[src/inc/pmbus_cfg_pkg.sv]
// Shared constants and carrier types for the PMBus configuration command block.
`default_nettype none

package pmbus_cfg_pkg;

    // Command codes of the three commands held here.
    localparam logic [7:0] CODE_INPUT_TURNOFF_THRESHOLD = 8'h36;
    localparam logic [7:0] CODE_CURRENT_OFFSET_TRIM = 8'h39;
    localparam logic [7:0] CODE_OVERVOLTAGE_REACTION = 8'h41;

    // Turn-off threshold: fixed exponent, fixed upper mantissa, range in 0.25 V steps.
    localparam logic [4:0] TURNOFF_EXPONENT = 5'h1E;
    localparam logic [3:0] TURNOFF_FIXED_UPPER = 4'h0;
    localparam int TURNOFF_LOW_WIDTH = 7;
    localparam logic [6:0] TURNOFF_RESET = 7'h10;
    localparam int TURNOFF_MIN = 16;
    localparam int TURNOFF_MAX = 30;
    localparam int TURNOFF_EXP_VALUE = -2;

    // Current offset: fixed exponent, sign at mantissa bit 10, four sign copies, six low bits.
    localparam logic [4:0] OFFSET_EXPONENT = 5'h1C;
    localparam int OFFSET_SIGN_BIT = 10;
    localparam int OFFSET_LOW_WIDTH = 6;
    localparam logic [5:0] OFFSET_LOW_RESET = 6'h00;
    localparam logic OFFSET_SIGN_RESET = 1'b0;

    // Overvoltage reaction byte layout.
    localparam int REACT_SELECT_BIT = 7;
    localparam int REACT_POLICY_MSB = 5;
    localparam int REACT_POLICY_LSB = 3;
    localparam logic REACT_SELECT_RESET = 1'b1;
    localparam logic REACT_POLICY_RESET = 1'b1;
    localparam logic [2:0] POLICY_STAY_OFF = 3'h0;
    localparam logic [2:0] POLICY_RESTART = 3'h7;
    localparam int RETRY_RISE_TIMES = 7;

    // Status bit positions.
    localparam int BYTE_OV_BIT = 5;
    localparam int BYTE_CML_BIT = 1;
    localparam int WORD_VOUT_BIT = 15;
    localparam int CML_BAD_COMMAND_BIT = 7;
    localparam int CML_INVALID_DATA_BIT = 6;
    localparam int VOUT_OV_BIT = 7;

    // Nonvolatile image slots.
    localparam logic [1:0] SLOT_TURNOFF = 2'h0;
    localparam logic [1:0] SLOT_OFFSET = 2'h1;
    localparam logic [1:0] SLOT_REACTION = 2'h2;
    localparam logic [1:0] SLOT_IDLE = 2'h3;

    typedef struct packed {
        logic valid;
        logic write;
        logic [7:0] code;
        logic [15:0] data;
    } cmd_t;

    typedef struct packed {
        logic valid;
        logic nack;
        logic [15:0] data;
    } resp_t;

    typedef struct packed {
        logic [7:0] status_byte;
        logic [15:0] status_word;
        logic [7:0] status_cml;
        logic [7:0] status_vout;
    } status_t;

    typedef enum logic [1:0] {
        ST_RUN = 2'b00,
        ST_LATCHED_OFF = 2'b01,
        ST_RETRY_WAIT = 2'b10
    } power_state_t;

endpackage

`default_nettype wire

[src/core/nv_image_store.sv]
// Small nonvolatile image store with a registered read port.
`default_nettype none

module nv_image_store #(
    parameter int WIDTH = 16,
    parameter int DEPTH = 3,
    parameter int ADDR_W = 2
) (
    // Clock.
    input wire logic clock,
    // Write port.
    input wire logic write_en,
    input wire logic [ADDR_W-1:0] write_addr,
    input wire logic [WIDTH-1:0] write_data,
    // Read port.
    input wire logic [ADDR_W-1:0] read_addr,
    output logic [WIDTH-1:0] read_data
);

    logic [WIDTH-1:0] mem [DEPTH];

    always_ff @(posedge clock) begin
        if (write_en && (int'(write_addr) < DEPTH)) begin
            mem[write_addr] <= write_data;
        end
        if (int'(read_addr) < DEPTH) begin
            read_data <= mem[read_addr];
        end else begin
            read_data <= '0;
        end
    end

endmodule

`default_nettype wire

[src/core/pmbus_input_turnoff_threshold_iout_ov_cfg.sv]
// Input turn-off threshold, current offset and overvoltage reaction commands with status and alert.
// Summary of operation
// RULE_01: In-range threshold writes are rounded to the nearest 0.25 V step and stored.
// RULE_02: Threshold accepts mantissa 16 to 30; resets to 16, meaning 4 V.
// RULE_03: Out-of-range threshold write sets communication and invalid-data bits and raises alert.
// RULE_04: Out-of-range threshold write leaves the stored threshold unchanged.
// RULE_05: Threshold not below turn-on level is rejected, flagged and alerted, value kept.
// RULE_06: Threshold word has fixed read-only exponent minus two and 11-bit mantissa.
// RULE_07: Upper four threshold mantissa bits are fixed; only low bits are writable.
// RULE_08: Store-all request copies all three commands into nonvolatile storage.
// RULE_09: Current offset corrects reported current and overcurrent fault and warning thresholds.
// RULE_10: Offset has 62.5 mA steps, spans -4 A to 3.9375 A, resets zero.
// RULE_11: Offset exponent fixed minus four; out-of-range writes wrap via fixed bits.
// RULE_12: Offset mantissa top bit is writable sign, next four copy it, six low writable.
// RULE_13: Overvoltage fault sets byte, word and vout status bits and raises alert.
// RULE_14: Loop slave NACKs any reaction access, ignores writes, flags bad command, alerts.
// RULE_15: Reaction resets to shutdown, restart, seven rise delay; fixed bit layout.
// RULE_16: Select bit zero keeps regulating through overvoltage, still flags and alerts unmasked.
// RULE_17: Select bit one shuts down on overvoltage and follows the retry policy.
// RULE_18: Retry policy accepts only 000 or 111; others rejected, flagged, alerted.
// RULE_19: Retry delay is read-only mirror of policy bit 5; 111 waits seven rise times.
// RULE_20: Fixed bits ignore writes and always read back their hardwired values.
`default_nettype none

module pmbus_input_turnoff_threshold_iout_ov_cfg #(
    parameter int RISE_CYCLES = 1000,
    parameter int WAIT_W = 24
) (
    // Clock and reset.
    input wire logic clock,
    input wire logic reset,
    // Decoded PMBus command and its answer.
    input wire pmbus_cfg_pkg::cmd_t cmd,
    output pmbus_cfg_pkg::resp_t resp,
    input wire logic store_all,
    input wire logic clear_faults,
    // Device conditions.
    input wire logic loop_slave_strap,
    input wire logic [4:0] turnon_mantissa,
    input wire logic overvoltage_fault,
    input wire logic overvoltage_alert_mask,
    // Current measurement and limits in 62.5 mA units.
    input wire logic signed [15:0] current_raw,
    input wire logic signed [15:0] oc_fault_limit,
    input wire logic signed [15:0] oc_warn_limit,
    output logic signed [15:0] current_reported,
    output logic signed [15:0] oc_fault_threshold,
    output logic signed [15:0] oc_warn_threshold,
    // Status, alert and power control.
    output pmbus_cfg_pkg::status_t status,
    output logic smbalert_n,
    output logic regulate,
    output logic soft_start,
    output logic store_busy,
    output logic [15:0] nv_read_data
);

    logic [6:0] turnoff_low, next_turnoff_low;
    logic offset_sign, next_offset_sign;
    logic [5:0] offset_low, next_offset_low;
    logic react_select, next_react_select;
    logic react_policy, next_react_policy;
    logic loop_slave, next_loop_slave;
    logic strap_taken, next_strap_taken;
    pmbus_cfg_pkg::resp_t next_resp;
    pmbus_cfg_pkg::status_t next_status;
    logic next_smbalert_n;
    logic invalid_data_evt, bad_command_evt;
    pmbus_cfg_pkg::power_state_t state, next_state;
    logic [WAIT_W-1:0] wait_count, next_wait_count;
    logic next_regulate, next_soft_start;
    logic signed [15:0] next_current_reported, next_oc_fault_threshold, next_oc_warn_threshold;
    logic [1:0] store_slot, next_store_slot;
    logic next_store_busy;
    logic nv_write_en;
    logic [15:0] nv_write_data;

    localparam logic [WAIT_W-1:0] RETRY_WAIT_CYCLES = WAIT_W'(pmbus_cfg_pkg::RETRY_RISE_TIMES * RISE_CYCLES);

    function automatic logic [15:0] turnoff_word(input logic [6:0] low);
        return {pmbus_cfg_pkg::TURNOFF_EXPONENT, pmbus_cfg_pkg::TURNOFF_FIXED_UPPER, low}; // RULE_06 RULE_07 RULE_20
    endfunction

    function automatic logic [15:0] offset_word(input logic sign, input logic [5:0] low);
        return {pmbus_cfg_pkg::OFFSET_EXPONENT, sign, {4{sign}}, low}; // RULE_11 RULE_12 RULE_20
    endfunction

    function automatic logic [15:0] reaction_word(input logic select, input logic policy);
        return {8'h00, select, 1'b0, {3{policy}}, {3{policy}}}; // RULE_15 RULE_19 RULE_20
    endfunction

    // Converts any linear-format word to a count of 0.25 V steps, rounding to nearest.
    function automatic logic signed [31:0] to_quarter_steps(input logic [15:0] w);
        logic signed [31:0] mant;
        int shift;
        mant = {{21{w[10]}}, w[10:0]};
        shift = int'($signed(w[15:11])) - pmbus_cfg_pkg::TURNOFF_EXP_VALUE;
        if (shift >= 0) begin
            return mant <<< shift;
        end
        return (mant + (32'sd1 <<< (-shift - 1))) >>> (-shift); // RULE_01
    endfunction

    // Configuration registers, command answers and status flags.
    always_comb begin
        logic signed [31:0] q;
        logic [2:0] policy_field;
        q = to_quarter_steps(cmd.data);
        policy_field = cmd.data[pmbus_cfg_pkg::REACT_POLICY_MSB:pmbus_cfg_pkg::REACT_POLICY_LSB];
        next_turnoff_low = turnoff_low;
        next_offset_sign = offset_sign;
        next_offset_low = offset_low;
        next_react_select = react_select;
        next_react_policy = react_policy;
        next_strap_taken = 1'b1;
        next_loop_slave = strap_taken ? loop_slave : loop_slave_strap;
        next_resp = '0;
        invalid_data_evt = 1'b0;
        bad_command_evt = 1'b0;
        if (cmd.valid) begin
            next_resp.valid = 1'b1;
            unique case (cmd.code)
                pmbus_cfg_pkg::CODE_INPUT_TURNOFF_THRESHOLD: begin
                    next_resp.data = turnoff_word(turnoff_low);
                    if (cmd.write) begin
                        if (q < pmbus_cfg_pkg::TURNOFF_MIN || q > pmbus_cfg_pkg::TURNOFF_MAX) begin
                            invalid_data_evt = 1'b1; // RULE_02 RULE_03 RULE_04
                        end else if (q >= $signed({27'h0, turnon_mantissa})) begin
                            invalid_data_evt = 1'b1; // RULE_05
                        end else begin
                            next_turnoff_low = q[6:0]; // RULE_01 RULE_07
                        end
                    end
                end
                pmbus_cfg_pkg::CODE_CURRENT_OFFSET_TRIM: begin
                    next_resp.data = offset_word(offset_sign, offset_low);
                    if (cmd.write) begin
                        next_offset_sign = cmd.data[pmbus_cfg_pkg::OFFSET_SIGN_BIT]; // RULE_11 RULE_12
                        next_offset_low = cmd.data[pmbus_cfg_pkg::OFFSET_LOW_WIDTH-1:0]; // RULE_12
                    end
                end
                pmbus_cfg_pkg::CODE_OVERVOLTAGE_REACTION: begin
                    if (loop_slave) begin
                        next_resp.nack = 1'b1; // RULE_14
                        bad_command_evt = 1'b1; // RULE_14
                    end else begin
                        next_resp.data = reaction_word(react_select, react_policy);
                        if (cmd.write) begin
                            if (policy_field == pmbus_cfg_pkg::POLICY_STAY_OFF ||
                                policy_field == pmbus_cfg_pkg::POLICY_RESTART) begin
                                next_react_select = cmd.data[pmbus_cfg_pkg::REACT_SELECT_BIT];
                                next_react_policy = policy_field[2]; // RULE_18 RULE_19
                            end else begin
                                invalid_data_evt = 1'b1; // RULE_18
                            end
                        end
                    end
                end
                default: begin
                    next_resp.nack = 1'b1;
                    bad_command_evt = 1'b1;
                end
            endcase
        end
        // Clearing first, then events, so a new event in the clearing cycle survives.
        next_status = clear_faults ? '0 : status;
        if (invalid_data_evt) begin
            next_status.status_byte[pmbus_cfg_pkg::BYTE_CML_BIT] = 1'b1; // RULE_03 RULE_05 RULE_18
            next_status.status_cml[pmbus_cfg_pkg::CML_INVALID_DATA_BIT] = 1'b1; // RULE_03 RULE_05 RULE_18
        end
        if (bad_command_evt) begin
            next_status.status_byte[pmbus_cfg_pkg::BYTE_CML_BIT] = 1'b1; // RULE_14
            next_status.status_cml[pmbus_cfg_pkg::CML_BAD_COMMAND_BIT] = 1'b1; // RULE_14
        end
        if (overvoltage_fault) begin
            next_status.status_byte[pmbus_cfg_pkg::BYTE_OV_BIT] = 1'b1; // RULE_13 RULE_16
            next_status.status_word[pmbus_cfg_pkg::WORD_VOUT_BIT] = 1'b1; // RULE_13
            next_status.status_vout[pmbus_cfg_pkg::VOUT_OV_BIT] = 1'b1; // RULE_13
        end
        next_status.status_word[7:0] = next_status.status_byte;
        next_smbalert_n = ~((|next_status.status_cml) |
                            (next_status.status_vout[pmbus_cfg_pkg::VOUT_OV_BIT] & ~overvoltage_alert_mask)); // RULE_03 RULE_13 RULE_16
    end

    always_ff @(posedge clock) begin
        if (reset) begin
            turnoff_low <= pmbus_cfg_pkg::TURNOFF_RESET; // RULE_02
            offset_sign <= pmbus_cfg_pkg::OFFSET_SIGN_RESET; // RULE_10
            offset_low <= pmbus_cfg_pkg::OFFSET_LOW_RESET; // RULE_10
            react_select <= pmbus_cfg_pkg::REACT_SELECT_RESET; // RULE_15
            react_policy <= pmbus_cfg_pkg::REACT_POLICY_RESET; // RULE_15
            loop_slave <= 1'b0;
            strap_taken <= 1'b0;
            resp <= '0;
            status <= '0;
            smbalert_n <= 1'b1;
        end else begin
            turnoff_low <= next_turnoff_low;
            offset_sign <= next_offset_sign;
            offset_low <= next_offset_low;
            react_select <= next_react_select;
            react_policy <= next_react_policy;
            loop_slave <= next_loop_slave;
            strap_taken <= next_strap_taken;
            resp <= next_resp;
            status <= next_status;
            smbalert_n <= next_smbalert_n;
        end
    end

    // Overvoltage reaction: ignore, latch off, or restart after the retry delay.
    always_comb begin
        next_state = state;
        next_wait_count = wait_count;
        next_soft_start = 1'b0;
        unique case (state)
            pmbus_cfg_pkg::ST_RUN: begin
                if (overvoltage_fault && react_select) begin // RULE_16 RULE_17
                    next_wait_count = '0;
                    next_state = react_policy ? pmbus_cfg_pkg::ST_RETRY_WAIT : pmbus_cfg_pkg::ST_LATCHED_OFF; // RULE_17
                end
            end
            pmbus_cfg_pkg::ST_LATCHED_OFF: begin
                if (clear_faults) begin
                    next_state = pmbus_cfg_pkg::ST_RUN; // RULE_17
                    next_soft_start = 1'b1;
                end
            end
            pmbus_cfg_pkg::ST_RETRY_WAIT: begin
                if (wait_count >= RETRY_WAIT_CYCLES - WAIT_W'(1)) begin
                    next_state = pmbus_cfg_pkg::ST_RUN; // RULE_19
                    next_soft_start = 1'b1;
                end else begin
                    next_wait_count = wait_count + WAIT_W'(1);
                end
            end
            default: begin
                next_state = pmbus_cfg_pkg::ST_RUN;
            end
        endcase
        next_regulate = (next_state == pmbus_cfg_pkg::ST_RUN);
    end

    always_ff @(posedge clock) begin
        if (reset) begin
            state <= pmbus_cfg_pkg::ST_RUN;
            wait_count <= '0;
            regulate <= 1'b1;
            soft_start <= 1'b0;
        end else begin
            state <= next_state;
            wait_count <= next_wait_count;
            regulate <= next_regulate;
            soft_start <= next_soft_start;
        end
    end

    // Current correction by the signed offset.
    always_comb begin
        logic signed [15:0] offset_amps;
        offset_amps = $signed({{5{offset_sign}}, offset_sign, {4{offset_sign}}, offset_low});
        next_current_reported = current_raw + offset_amps; // RULE_09
        next_oc_fault_threshold = oc_fault_limit - offset_amps; // RULE_09
        next_oc_warn_threshold = oc_warn_limit - offset_amps; // RULE_09
    end

    always_ff @(posedge clock) begin
        if (reset) begin
            current_reported <= '0;
            oc_fault_threshold <= '0;
            oc_warn_threshold <= '0;
        end else begin
            current_reported <= next_current_reported;
            oc_fault_threshold <= next_oc_fault_threshold;
            oc_warn_threshold <= next_oc_warn_threshold;
        end
    end

    // Store-all sequencer writes one image word per cycle.
    always_comb begin
        next_store_slot = store_slot;
        nv_write_en = 1'b0;
        nv_write_data = '0;
        unique case (store_slot)
            pmbus_cfg_pkg::SLOT_TURNOFF: nv_write_data = turnoff_word(turnoff_low); // RULE_08
            pmbus_cfg_pkg::SLOT_OFFSET: nv_write_data = offset_word(offset_sign, offset_low); // RULE_08
            pmbus_cfg_pkg::SLOT_REACTION: nv_write_data = reaction_word(react_select, react_policy); // RULE_08
            pmbus_cfg_pkg::SLOT_IDLE: nv_write_data = '0;
        endcase
        if (store_slot != pmbus_cfg_pkg::SLOT_IDLE) begin
            nv_write_en = 1'b1;
            next_store_slot = store_slot + 2'h1;
        end else if (store_all) begin
            next_store_slot = pmbus_cfg_pkg::SLOT_TURNOFF;
        end
        next_store_busy = (next_store_slot != pmbus_cfg_pkg::SLOT_IDLE);
    end

    always_ff @(posedge clock) begin
        if (reset) begin
            store_slot <= pmbus_cfg_pkg::SLOT_IDLE;
            store_busy <= 1'b0;
        end else begin
            store_slot <= next_store_slot;
            store_busy <= next_store_busy;
        end
    end

    nv_image_store #(
        .WIDTH(16),
        .DEPTH(3),
        .ADDR_W(2)
    ) image_store (
        .clock(clock),
        .write_en(nv_write_en),
        .write_addr(store_slot),
        .write_data(nv_write_data),
        .read_addr(cmd.code[1:0]),
        .read_data(nv_read_data)
    );

endmodule

`default_nettype wire

[config.mk]
export PLATFORM = sky130hd
export DESIGN_NAME = pmbus_input_turnoff_threshold_iout_ov_cfg
export DESIGN_NICKNAME = d
export VERILOG_FILES = /design/src/inc/pmbus_cfg_pkg.sv /design/src/core/nv_image_store.sv /design/src/core/pmbus_input_turnoff_threshold_iout_ov_cfg.sv
export SDC_FILE = /design/constraint.sdc
export NUM_CORES = 1
export LEC_CHECK = 0
export ABC_AREA = 1
export BUFFER_PORTS_ARGS = -buffer_cell sky130_fd_sc_hd__buf_2
export CORE_MARGIN = 4
export CORE_UTILIZATION = 50
export DETAILED_ROUTE_END_ITERATION = 6
export MAX_ROUTING_LAYER = met4
export PLACE_DENSITY = 0.72
export SLEW_MARGIN = 20
export SYNTH_ARGS = -nofsm -noshare
export SYNTH_HDL_FRONTEND = slang
export SYNTH_SLANG_ARGS = --single-unit
[constraint.sdc]
create_clock -name clock -period 14.25 [get_ports clock]
set_input_delay 0 -clock clock [delete_from_list [all_inputs] [get_ports clock]]
set_output_delay 0 -clock clock [all_outputs]
set_load 0.005 [all_outputs]
## Word-level counts from Yosys, hierarchy flattened

Memories as Yosys holds them, arrays and structs flattened. A register that Yosys moved wholly into a read port is not among the register bits.
Cells that the tools add are included.

| word-level totals | value |
|---|---|
| bits in registers | 128 |
| RAM bits | 48 |
| memories | 1 |

| operators by class | value |
|---|---|
| add/sub/neg operators | 9 |
| magnitude comparators | 7 |
| equal/unequal tests | 13 |
| shift operators | 3 |
| muxes and demuxes | 43 |
| bitwise logic cells | 8 |
| reductions and logical operators | 19 |

Memories:

| name | depth | width | read ports | clocked after Yosys merged registers in | write ports | line | RTL |
|---|---|---|---|---|---|---|---|
| image_store.mem | 3 | 16 | 1 | 1 | 1 | nv_image_store.sv:20 | `logic [WIDTH-1:0] mem [DEPTH];` |

Operator list:

| operator | number |
|---|---|
| 32-bit two-way mux | 2 |
| 16-bit one-hot mux with 4 select lines | 1 |
| 24-bit two-way mux | 2 |
| 16-bit one-hot mux with 3 select lines | 1 |
| 24-bit one-hot mux with 2 select lines | 1 |
| 38-bit two-way mux | 1 |
| 11-bit by 32-bit adder with 32-bit output | 1 |
| 32-bit by 6-bit greater-or-equal comparator with 1-bit output | 1 |
| 32-bit by 6-bit > comparator with 1-bit output (second input constant) | 1 |
| 32-bit by 6-bit < comparator with 1-bit output (second input constant) | 1 |
| 6-bit negation with 32-bit output | 1 |
| 11-bit by 32-bit <<< shifter with 32-bit output | 1 |
| 2-bit by 32-bit <<< shifter with 32-bit output (first input constant) | 1 |
| 32-bit by 32-bit >>> shifter with 32-bit output | 1 |
| 16-bit by 7-bit subtractor with 16-bit output | 2 |
| 32-bit by 2-bit subtractor with 32-bit output (second input constant) | 1 |
| 24-bit by 1-bit adder with 24-bit output (second input constant) | 1 |
| 24-bit by 13-bit greater-or-equal comparator with 1-bit output (second input constant) | 1 |
| 1-bit two-way mux | 23 |
| 18-bit two-way mux | 1 |
| 16-bit by 7-bit adder with 16-bit output | 1 |
| 8-bit by 6-bit == test with 1-bit output (second input constant) | 2 |
| 2-bit two-way mux | 6 |
| 5-bit AND reduction | 2 |
| 25 further kinds | 46 |

## Longest topological paths before layout

Gate-level depths: netlist (run 1).

| depth | value |
|---|---|
| depth after elaboration | 17 |
| gate-level depth with buffers | 69 |
| gate-level depth less buffers | 66 |

## By module

A second synthesis (run 1) with hierarchy kept.

| second synthesis, totals | value |
|---|---|
| cells, all modules | 2,134 |
| area, all modules | 14,279.9 um^2 |

By module, submodules not included:

| module | instances | cells each | area an instance (um^2) |
|---|---|---|---|
| pmbus_input_turnoff_threshold_iout_ov_cfg | 1 | 1,944 | 11,976.5 |
| nv_image_store | 1 | 190 | 2,303.5 |

## Least setup slack after synthesis (run 1)

Ideal clock, no wire load.

| path | value |
|---|---|
| path type | input -> register |
| start point | input cmd[11] in the netlist's numbering |
| end point | register turnoff_low[0] |
| library setup time | 113 ps |
| data arrival time | 7,818 ps |
| required time | 14,137 ps |
| setup slack | 6,319 ps |
| stages | 68 |
| cells stage by stage | inv_2 -> buf_4 -> buf_4 -> clkbuf_1 -> ha_1 -> nand2_1 -> nor2_2 -> nand2_2 -> ha_1 -> nand2_1 -> nor2_4 -> inv_1 -> nor2_1 -> nand4_2 -> inv_2 -> nand2_1 -> nand2_1 -> nand2_1 -> [... 32 more ...] -> inv_1 -> ha_1 -> nand2_1 -> o22ai_1 -> a21oi_1 -> o31ai_1 -> nor4_1 -> o211a_1 -> nand3b_1 -> a21oi_1 -> nand3_1 -> nor2_1 -> nand3_1 -> nor2_1 -> nand3_2 -> buf_6 -> o21ai_1 -> nor2_1 |

| between the ends | value |
|---|---|
| cells in the longest elaborated chain, start to end | 11 |

RTL lines:

| item | line | RTL |
|---|---|---|
| start: declaration | pmbus_input_turnoff_threshold_iout_ov_cfg.sv:33 | `input wire pmbus_cfg_pkg::cmd_t cmd,` |
| 5-bit by 2-bit subtractor with 6-bit output * | pmbus_input_turnoff_threshold_iout_ov_cfg.sv:97 | `shift = int'($signed(w[15:11])) - pmbus_cfg_pkg::TURNOFF_EXP_VALUE;` |
| 6-bit negation with 32-bit output | pmbus_input_turnoff_threshold_iout_ov_cfg.sv:101 | `return (mant + (32'sd1 <<< (-shift - 1))) >>> (-shift);` |
| 32-bit by 2-bit subtractor with 32-bit output | pmbus_input_turnoff_threshold_iout_ov_cfg.sv:101 |  |
| 2-bit by 32-bit <<< shifter with 32-bit output | pmbus_input_turnoff_threshold_iout_ov_cfg.sv:101 |  |
| 11-bit by 32-bit adder with 32-bit output | pmbus_input_turnoff_threshold_iout_ov_cfg.sv:101 |  |
| 32-bit by 32-bit >>> shifter with 32-bit output | pmbus_input_turnoff_threshold_iout_ov_cfg.sv:101 |  |
| 32-bit two-way mux * | pmbus_input_turnoff_threshold_iout_ov_cfg.sv:101 |  |
| 32-bit by 6-bit < comparator with 1-bit output / 32-bit by 6-bit > comparator with 1-bit output (equally long branches) | pmbus_input_turnoff_threshold_iout_ov_cfg.sv:126 | `if (q < pmbus_cfg_pkg::TURNOFF_MIN \|\| q > pmbus_cfg_pkg::TURNOFF_MAX) begin` |
| 1-bit logical OR | pmbus_input_turnoff_threshold_iout_ov_cfg.sv:126 |  |
| 1-bit NOT (no source line) | - |  |
| 5-bit AND reduction (no source line) | - |  |
| end signal: assignment | pmbus_input_turnoff_threshold_iout_ov_cfg.sv:187 | `turnoff_low <= pmbus_cfg_pkg::TURNOFF_RESET;` |
| end signal: assignment | pmbus_input_turnoff_threshold_iout_ov_cfg.sv:198 | `turnoff_low <= next_turnoff_low;` |
| end: declaration | pmbus_input_turnoff_threshold_iout_ov_cfg.sv:58 | `logic [6:0] turnoff_low, next_turnoff_low;` |

Every way passes the cells marked *; elsewhere a longest branch is shown, timed or not. The select of a mux whose other input is x is not followed.
A chain may end at the register's enable or synchronous reset.

## Worst setup path after layout (run 1)

| path | value |
|---|---|
| start point | input cmd[11] in the netlist's numbering |
| end point | register turnoff_low[2] |

Same word-level chain as after synthesis.

==> results.rst, run 1 <==
.. list-table::
   :header-rows: 1

   * - Metric
     - Value
   * - Detail-routed via count per cell
     - 5.44
   * - Final setup violating endpoints
     - 0
   * - Cell with the most instances after synthesis
     - sky130_fd_sc_hd__nand2_1
   * - Antenna Violating Nets Remaining
     - 0
   * - Post CTS Setup Buffer Count
     - 0
   * - Chip Width
     - 174 µm
   * - Yosys warns
     - 0
   * - Period utilisation layout
     - 73.9%
   * - Per-cell routed wire length
     - approximately 16 µm
   * - Post-placement cell count
     - approximately 2600
   * - Max transition margin
     - 38.1%
   * - Master of the slowest instance on the critical path
     - sky130_fd_sc_hd__buf_2
   * - Final Skew
     - between 0.01 and 0.015 ns
   * - I/O pin count
     - 212
   * - Setup_tns
     - 0 ns
   * - Data required time of the worst path
     - approximately 15 ns
   * - Number of global-route vias before repair
     - 13521
   * - Total gr overflow
     - 0
   * - Antenna diode instance count
     - 0
   * - CTS Sinks
     - 166
   * - Stage delay of the slowest cell on the critical path
     - 0.63 ns
   * - CTS tree
     - yes
   * - Top area cells in the synthesized netlist
     - sky130_fd_sc_hd__dfxtp_1, sky130_fd_sc_hd__nand2_1, sky130_fd_sc_hd__ha_1
   * - Crit path launch type
     - input port
   * - Sequential fraction of the synthesis area
     - between 20% and 30%
   * - Fraction of final layout cells with drive strength greater than 1
     - 12.1%
   * - Routed Wire Length
     - 41900 µm
   * - Netlist area before placement
     - around 14000 µm²
   * - Y dimension of the die
     - roughly 170 µm
   * - Maximum Capacitance Violations
     - 0
   * - CTS Hold Bufs
     - 44
   * - Source-to-sink clock delay at the later pin of the worst-skew pair
     - between 0.4 and 0.5 ns
   * - Slew Viols, Final
     - 0
   * - Die ar.
     - 30400 µm²
   * - Total CTS buffers
     - 17
   * - CP Data Arrival Time
     - ~11 ns
   * - Power per cell area
     - 88.5 nW/µm²
   * - Largest voltage drop on the vdd net
     - 0.0695 mV
   * - Std cell rows
     - 60
   * - Post-placement worst setup slack
     - roughly 3.1 ns
   * - Yosys reg bits
     - approximately 170
   * - HP Start
     - current_raw[1]
   * - Non-filler cells, final
     - 2701
   * - Most area-hungry cell type in the Yosys netlist
     - sky130_fd_sc_hd__dfxtp_1
   * - Fraction of synthesized cell area taken by the top area cell type
     - 19.3%
   * - Path category of the worst min-delay check
     - in -> reg
   * - Number of DRC markers after the initial detailed-route iteration
     - 1357
   * - Starting utilization of the core area
     - 51.0%
   * - Cell types with the highest counts after synthesis
     - sky130_fd_sc_hd__nand2_1, sky130_fd_sc_hd__nor2_1, sky130_fd_sc_hd__nand3_1, sky130_fd_sc_hd__inv_1, sky130_fd_sc_hd__o21ai_0
   * - First-pass GRT wire length
     - 67900 µm
   * - Count of flip-flops with a built-in enable after synthesis
     - 33
   * - Number of I/O port buffers
     - 183
   * - Largest fanout on the critical path
     - 56
   * - DPL Wire Length
     - 32300 µm
   * - Detailed-route via count
     - approximately 15000
   * - Maximum number of pins on one net before global-route repair
     - 57
   * - Number of H-tree branching levels
     - 4
   * - Tightest Pin Transition
     - 0.927 ns
   * - Synthesized instance count
     - 2146
   * - Post-layout worst setup margin
     - ~3.7 ns
   * - Post-CTS Resized
     - 0
   * - Fraction of registers with async set or reset after synthesis
     - 0%
   * - Initial antenna violation count
     - 0
   * - Result of the run
     - complete, no violations
   * - Kind of critical path
     - in -> reg
   * - Synth unique cells
     - 62
   * - Pre-antenna DRT Iters
     - 5
   * - DR DRC count
     - 0
   * - GP Congestion
     - between 0.9 and 1
   * - Critical Path Start
     - cmd[11]
   * - Post-synthesis area per instance
     - ~6.4 µm²
   * - F_max
     - approximately 95 MHz
   * - Final Hold Vio Count
     - 0
   * - Crit end category
     - flop
   * - RSZ-0062 raised after global routing
     - false
   * - Clock transition at the registers of the reported paths
     - 0.06 ns
   * - All-layer global routing usage
     - about 28%
   * - Cell repeated most along the worst path
     - sky130_fd_sc_hd__nand2_1
   * - Area added between synthesis and finish
     - 13.4%
   * - Leakage power
     - 0.00762 µW
   * - Shortest period the worst path allows
     - 10.52 ns
   * - Std-Cell Core Area
     - approximately 27000 µm²
   * - Flip-flop cell with the highest count after synthesis
     - sky130_fd_sc_hd__dfxtp_1
   * - Maximum count of clock buffers along a single path
     - 2
   * - Worst reg2reg startpoint
     - offset_low[1]$_SDFFE_PP0P_
   * - Clock root buffer
     - sky130_fd_sc_hd__clkbuf_16
   * - NumNets Final
     - 2507
power breakdown:
group          internal (µW)  leakage [µW]  switching, µW
clock network            240      0.000278            192
logic                    130       0.00593            262
registers                550       0.00141           13.7
total                    919       0.00762            468
cell type report:
class | instances | area (µm²)
inverter | 245 | 920
clock inverter | 13 | 93.8
sequential | 166 | 3650
clock buffer | 19 | 464
multi-input combinational | 1651 | 8660
fill | 2650 | 11400
tap | 372 | 465
timing repair buffer | 235 | 1420
path summary, 6_finish.rpt:
check | slack, ns | to | cells after the start
worst max register to register | 9.82 | oc_warn_threshold[15]$_SDFF_PP0_ | 28
worst min-delay path | 0.01 | current_reported[1]$_SDFF_PP0_ | 4
worst min register to register | 0.43 | loop_slave$_SDFFE_PP0N_ | 1
worst max-delay path | 3.73 | turnoff_low[2]$_SDFFE_PP0P_ | 58
layer usage:
metal	vias to the layer above	track usage, %	part of all wire, %	routed length, µm
met1	6641	35.0	44	18400
met4	0	9.67	3.0	1270
li1	7440	-	-	-
met2	534	45.9	48	20100
met3	91	2.63	5.2	2170
met5	-	-	0	0
kinds of logic (layout without fill, tap and decap cells):
| logic type | Yosys count | after routing | share of synthesized area [%] |
|---|---|---|---|
| buffers and inverters | 356 | 512 | 11.7 |
| DFF | 166 | 166 | 26.4 |
| adders and majority gates | 105 | 105 | 9.73 |
| other | 1 | 28 | 0.0271 |
| xor gates and xnor gates | 16 | 16 | 1.01 |
| and+or+nand+nor | 1125 | 1125 | 35.7 |
| AOI/OAI and AO/OA | 369 | 369 | 14.8 |
| muxes | 8 | 8 | 0.580 |
sequential cells by signal, indices dropped and copies added, names as in the netlist, 2 cells and up:
signal	flops
store_slot	2
offset_low	6
status	11
resp	13
image_store.read_data	11
state	2
turnoff_low	7
oc_warn_threshold	16
oc_fault_threshold	16
current_reported	16
image_store.mem	33
wait_count	24
cell usage in the layout (no fill, tap or decap), types with 9 or more instances in the layout:
cell type / count
sky130_fd_sc_hd__ha_1: 101
sky130_fd_sc_hd__dlygate4sd3_1: 44
sky130_fd_sc_hd__conb_1: 28
sky130_fd_sc_hd__o21ai_0: 150
sky130_fd_sc_hd__nand3_1: 243
sky130_fd_sc_hd__o21ai_1: 13
sky130_fd_sc_hd__o21a_1: 12
sky130_fd_sc_hd__dfxtp_1: 133
sky130_fd_sc_hd__nand2_1: 487
sky130_fd_sc_hd__edfxtp_1: 33
sky130_fd_sc_hd__inv_1: 229
sky130_fd_sc_hd__nor4_1: 15
sky130_fd_sc_hd__nor3_1: 40
sky130_fd_sc_hd__nand2_2: 15
sky130_fd_sc_hd__a31oi_1: 10
sky130_fd_sc_hd__inv_2: 11
sky130_fd_sc_hd__buf_2: 183
sky130_fd_sc_hd__a21oi_1: 128
sky130_fd_sc_hd__nand3_2: 10
sky130_fd_sc_hd__clkbuf_16: 18
sky130_fd_sc_hd__o21bai_1: 11
sky130_fd_sc_hd__xor2_1: 9
sky130_fd_sc_hd__nor2_1: 252
sky130_fd_sc_hd__nand4_1: 30
critical path: cells and delay by family:
| kind | cells | cell delay [ns] |
|---|---|---|
| AOI/OAI and AO/OA | 9 | 1.40 |
| adders and majority gates | 3 | 1.00 |
| buffers and inverters | 6 | 2.17 |
| and+or+nand+nor | 40 | 6.16 |
stage by stage:
stage / utilization [%] / hold WS, ns / instance area, µm² / total power [µW]
2_1_floorplan: - / 0.117 / 13900 / 850
3_3_place_gp: 54.1 / 0.264 / 14700 / 946
3_5_place_dp: 54.1 / 0.272 / 14700 / 949
4_1_cts: 57.8 / 0.000812 / 15700 / 1390
5_1_grt: 57.8 / 0.0335 / 15700 / 1470
6_report: 57.8 / 0.0112 / 15700 / 1390
No activity file was read; power rests on OpenSTA's default activity.
==> inputs of run 2 (changes only) <==
--- a/config.mk
+++ b/config.mk
@@ -5,13 +5,13 @@
 export SDC_FILE = /design/constraint.sdc
 export NUM_CORES = 1
 export LEC_CHECK = 0
-export ABC_AREA = 1
+export ABC_AREA = 0
 export BUFFER_PORTS_ARGS = -buffer_cell sky130_fd_sc_hd__buf_2
 export CORE_MARGIN = 4
 export CORE_UTILIZATION = 50
 export DETAILED_ROUTE_END_ITERATION = 6
 export MAX_ROUTING_LAYER = met4
-export PLACE_DENSITY = 0.72
+export PLACE_DENSITY = 0.74
 export SLEW_MARGIN = 20
 export SYNTH_ARGS = -nofsm -noshare
 export SYNTH_HDL_FRONTEND = slang
==> constraint.sdc (replaced) <==
create_clock -name clock -period 9.2 [get_ports clock]
set_input_delay 0 -clock clock [delete_from_list [all_inputs] [get_ports clock]]
set_output_delay 0 -clock clock [all_outputs]
set_load 0.005 [all_outputs]
==> results.rst, run 2 <==
.. list-table::
   :header-rows: 1

   * - Metric
     - Value
   * - Result of the run
     - complete, no violations (unchanged)
   * - Highest-count cells in the layout ignoring fill and taps
     - sky130_fd_sc_hd__nor2_1, sky130_fd_sc_hd__buf_2, sky130_fd_sc_hd__nand2_1, sky130_fd_sc_hd__dfxtp_1, sky130_fd_sc_hd__a21oi_1 (was sky130_fd_sc_hd__nand2_1, sky130_fd_sc_hd__nor2_1, sky130_fd_sc_hd__nand3_1, sky130_fd_sc_hd__inv_1, sky130_fd_sc_hd__buf_2)
   * - Fraction of final layout cells with drive strength greater than 1
     - 18.8% (was 12.1%)
   * - Starting utilization of the core area
     - 51.2% (was 51.0%)
   * - Routed Wire Length
     - 52500 µm (was 41900 µm)
   * - Tightest Pin Transition
     - 1.06 ns (was 0.927 ns)
   * - Y dimension of the die
     - 177 µm (was 174 µm)
   * - Die ar.
     - 31400 µm² (was 30400 µm²)
   * - GP Congestion
     - 0.990 (was 0.974)
   * - Stage delay of the slowest cell on the critical path
     - 0.59 ns (was 0.63 ns)
   * - Yosys reg bits
     - 166 (unchanged)
   * - Top area cells in the synthesized netlist
     - sky130_fd_sc_hd__dfxtp_1, sky130_fd_sc_hd__ha_1, sky130_fd_sc_hd__edfxtp_1 (was sky130_fd_sc_hd__dfxtp_1, sky130_fd_sc_hd__nand2_1, sky130_fd_sc_hd__ha_1)
   * - Clock transition at the registers of the reported paths
     - 0.07 ns (was 0.06 ns)
   * - Number of H-tree branching levels
     - 4 (unchanged)
   * - Worst reg2reg startpoint
     - offset_low[1]$_SDFFE_PP0P_ (unchanged)
   * - Largest registers
     - image_store.mem: 33 flops, wait_count: 24 flops (unchanged)
   * - Number of global-route vias before repair
     - 14703 (was 13521)
   * - Number of fill cells
     - 2498 (was 2650)
   * - Maximum Capacitance Violations
     - 0 (unchanged)
   * - Share of power burned in registers
     - 37.7% (was 40.6%)
   * - Post-placement cell count
     - 2452 (was 2625)
   * - Register bank with the most flops
     - image_store.mem (unchanged)
   * - Post-synthesis area per instance
     - 7.63 µm² (was 6.44 µm²)
   * - Setup slack on the worst flop-to-flop path
     - 5.31 ns (was 9.82 ns)
   * - F_max
     - 115 MHz
   * - Net switching fraction of the power
     - 35.8% (was 33.7%)
   * - Source-to-sink clock delay at the later pin of the worst-skew pair
     - 0.44 ns (was 0.43 ns)
   * - Largest fanout on the critical path
     - 10 (was 56)
   * - Number of DRC markers after the initial detailed-route iteration
     - 1761 (was 1357)
   * - Fraction of synthesized cell area taken by the top area cell type
     - 18.6% (was 19.3%)
   * - Detail-routed via count per cell
     - 6.29 (was 5.44)
   * - Clock root buffer
     - sky130_fd_sc_hd__clkbuf_16 (unchanged)
   * - Most area-hungry cell type in the Yosys netlist
     - sky130_fd_sc_hd__dfxtp_1 (unchanged)
   * - Per-cell routed wire length
     - 20.9 µm (was 15.5 µm)
   * - Std cell rows
     - 61 (was 60)
   * - Count of flip-flops with a built-in enable after synthesis
     - 33 (unchanged)
   * - Std-Cell Core Area
     - 28000 µm² (was 27100 µm²)
   * - Final Skew
     - 0.0236 ns (was 0.0126 ns)
   * - CP Data Arrival Time
     - 9.00 ns (was 10.84 ns)
   * - Initial antenna violation count
     - 4 (was 0)
   * - Pre-antenna DRT Iters
     - 6 (was 5)
   * - Non-filler cells, final
     - 2512 (was 2701)
   * - Yosys warns
     - 0 (unchanged)
   * - Largest voltage drop on the vdd net
     - 0.133 mV (was 0.0695 mV)
   * - Flip-flop cell with the highest count after synthesis
     - sky130_fd_sc_hd__dfxtp_1 (unchanged)
   * - Switching pwr
     - 778 µW (was 468 µW)
   * - Master of the slowest instance on the critical path
     - sky130_fd_sc_hd__or4b_1 (was sky130_fd_sc_hd__buf_2)
   * - Crit path buf inv count
     - 6 (unchanged)
   * - Slew Viols, Final
     - 0 (unchanged)
   * - Synth unique cells
     - 93 (was 62)
   * - Flip-flop and latch area
     - 3650 µm² (unchanged)
   * - First-pass GRT wire length
     - 80200 µm (was 67900 µm)
   * - HP Start
     - current_raw[1] (unchanged)
   * - All-layer global routing usage
     - 32.8% (was 27.5%)
   * - Proportion of power drawn by the clock network
     - 35.2% (was 31.1%)
   * - Total gr overflow
     - 0 (unchanged)
   * - Comb power frac
     - 27.1% (was 28.3%)
   * - Worst setup path endpoint
     - turnoff_low[0]$_SDFFE_PP0P_ (was turnoff_low[2]$_SDFFE_PP0P_)
   * - NumNets Final
     - 2308 (was 2507)
   * - Endpoint of the lowest-slack register-to-register path
     - oc_warn_threshold[15]$_SDFF_PP0_ (unchanged)
   * - I/O pin count
     - 212 (unchanged)
   * - Critical Path Start
     - cmd[12] (was cmd[11])
   * - Crit end category
     - flop (unchanged)
   * - Final setup violating endpoints
     - 0 (unchanged)
   * - Kind of critical path
     - in -> reg (unchanged)
   * - CTS Sinks
     - 166 (unchanged)
   * - Antenna Violating Nets Remaining
     - 0 (unchanged)
   * - Final core utilization
     - 60.9% (was 57.8%)
   * - Area added between synthesis and finish
     - 19.1% (was 13.4%)
   * - Most common cell after layout, fill and taps aside
     - sky130_fd_sc_hd__nor2_1 (was sky130_fd_sc_hd__nand2_1)
   * - Crit path launch type
     - input port (unchanged)
   * - Cell repeated most along the worst path
     - sky130_fd_sc_hd__buf_4 (was sky130_fd_sc_hd__nand2_1)
   * - Met3 Track Usage GR
     - 5.47% (was 2.63%)
   * - CTS tree
     - yes (unchanged)
   * - Power per cell area
     - 127 nW/µm² (was 88.5 nW/µm²)
   * - Netlist area before placement
     - 14300 µm² (was 13800 µm²)
   * - Data required time of the worst path
     - 9.54 ns (was 14.56 ns)
   * - Maximum count of clock buffers along a single path
     - 2 (unchanged)
   * - Chip Width
     - 177 µm (was 174 µm)
   * - Leakage power
     - 0.00735 µW (was 0.00762 µW)
   * - Flip-flop count of the largest register after layout
     - 33 (unchanged)
   * - Period utilisation layout
     - between 90% and 100%
   * - Synthesized instance count
     - 1877 (was 2146)
   * - Number of I/O port buffers
     - 183 (unchanged)
   * - Detailed-route via count
     - 15811 (was 14706)
   * - Met2 Resource Use GR
     - 51.2% (was 45.9%)
   * - Path category of the worst min-delay check
     - in -> reg (unchanged)
   * - Fraction of registers with async set or reset after synthesis
     - 0% (unchanged)
   * - Global-route track usage on met1
     - 42.6% (was 35.0%)
   * - DR DRC count
     - 0 (unchanged)
   * - Multi-input logic area
     - 9870 µm² (was 8660 µm²)
   * - Max transition margin
     - 29.6% (was 38.1%)
   * - Cell with the most instances after synthesis
     - sky130_fd_sc_hd__nor2_1 (was sky130_fd_sc_hd__nand2_1)
   * - Cell types with the highest counts after synthesis
     - sky130_fd_sc_hd__nor2_1, sky130_fd_sc_hd__nand2_1, sky130_fd_sc_hd__a21oi_1, sky130_fd_sc_hd__dfxtp_1, sky130_fd_sc_hd__o21ai_0 (was sky130_fd_sc_hd__nand2_1, sky130_fd_sc_hd__nor2_1, sky130_fd_sc_hd__nand3_1, sky130_fd_sc_hd__inv_1, sky130_fd_sc_hd__o21ai_0)
   * - Peak-usage layer in the global routing report
     - met2 (unchanged)
   * - Post-route cell area
     - 17100 µm² (was 15700 µm²)
   * - Final Hold Vio Count
     - 0 (unchanged)
   * - Sequential fraction of the synthesis area
     - 25.5% (was 26.4%)
   * - Instance area after placement
     - 16100 µm² (was 14700 µm²)
   * - Maximum number of pins on one net before global-route repair
     - 77 (was 57)
   * - Internal power
     - 1390 µW (was 919 µW)
   * - Total CTS buffers
     - 17 (unchanged)
   * - DPL Wire Length
     - 40100 µm (was 32300 µm)
   * - Worst reg-to-reg path cell count
     - 17 (was 28)
   * - Shortest period the worst path allows
     - slightly below 9 ns
   * - Number of cells on the critical path
     - 44 (was 58)
   * - Kind of cell adding the most delay to the critical path
     - compound AO/OA/AOI/OAI gates (was simple AND/OR/NAND/NOR gates)
run 2: repair_timing:
| action | 4_1_cts | 5_1_grt |
|---|---|---|
| setup endpoints to repair | 0 | 10 |
| gates resized for setup | 0 | 23 |
| hold endpoints to repair | 46 | 0 |
| buffers inserted | 0 | 1 |
| hold buffers | 23 | 0 |
run 2: worst min path at each step:
| stage | end | slack [ns] | cells past startpoint |
|---|---|---|---|
| finish | current_reported[1]$_SDFF_PP0_ | 0.02 | 4 |
| global route | current_reported[1]$_SDFF_PP0_ | 0.03 | 4 |
| CTS | current_reported[11]$_SDFF_PP0_ | 0.0007 | 4 |
| detailed placement | store_slot[0]$_SDFF_PP1_ | 0.25 | 2 |
| global placement | store_slot[0]$_SDFF_PP1_ | 0.24 | 2 |
| floorplan | image_store.read_data[0]$_SDFF_PP0_ | 0.11 | 1 |
run 2: logic make-up (layout without fill, tap and decap cells):
logic type	Yosys count	in the layout	share of synthesized area, %
buf+inv	226	452	7.20
flops	166	166	25.5
fa+ha+maj	105	105	9.38
mux	60	60	4.65
simple gates	711	711	24.0
xor+xnor	51	51	3.22
compound gates	557	557	26.1
other cells	1	32	0.0262
run 2: area by class of cell:
class,count,area share [%]
multi-input combinational,1512,57.8
sequential,166,21.4
timing repair buffer,332,12.3
tap,378,2.77
clock buffer,17,2.49
inverter,88,1.94
clock inverter,15,1.25
antenna,4,0.0587
run 2: metal layers:
metal	share of wire, %	vias up
met5	0	-
met4	4.1	0
met3	9.4	175
met2	45	908
met1	42	7330
li1	-	7398
run 2: power groups by stage:
stage	combinational [µW]	clock, µW	sequential (µW)
3_5_place_dp	557	0	834
5_1_grt	636	810	822
4_1_cts	568	781	817
3_3_place_gp	558	0	833
6_report	588	765	818
2_1_floorplan	355	0	835
run 2: tightest hold or removal path, delay by kind of cell:
kind / cells / cell delay [ns]
buffers and inverters: 2 / 0.19
adders and majority gates: 1 / 0.17
and+or+nand+nor: 1 / 0.05
run 2: metrics by stage:
stage          TNS (ns)  power (µW)  hold WS [ns]  setup WS (ns)
6_report              0        2170        0.0188          0.541
4_1_cts               0        2170      0.000737          0.196
3_3_place_gp     -0.108        1390         0.241        -0.0513
2_1_floorplan         0        1190         0.113         0.0298
3_5_place_dp      -1.00        1390         0.248         -0.170
5_1_grt        -0.00802        2270        0.0308       -0.00802
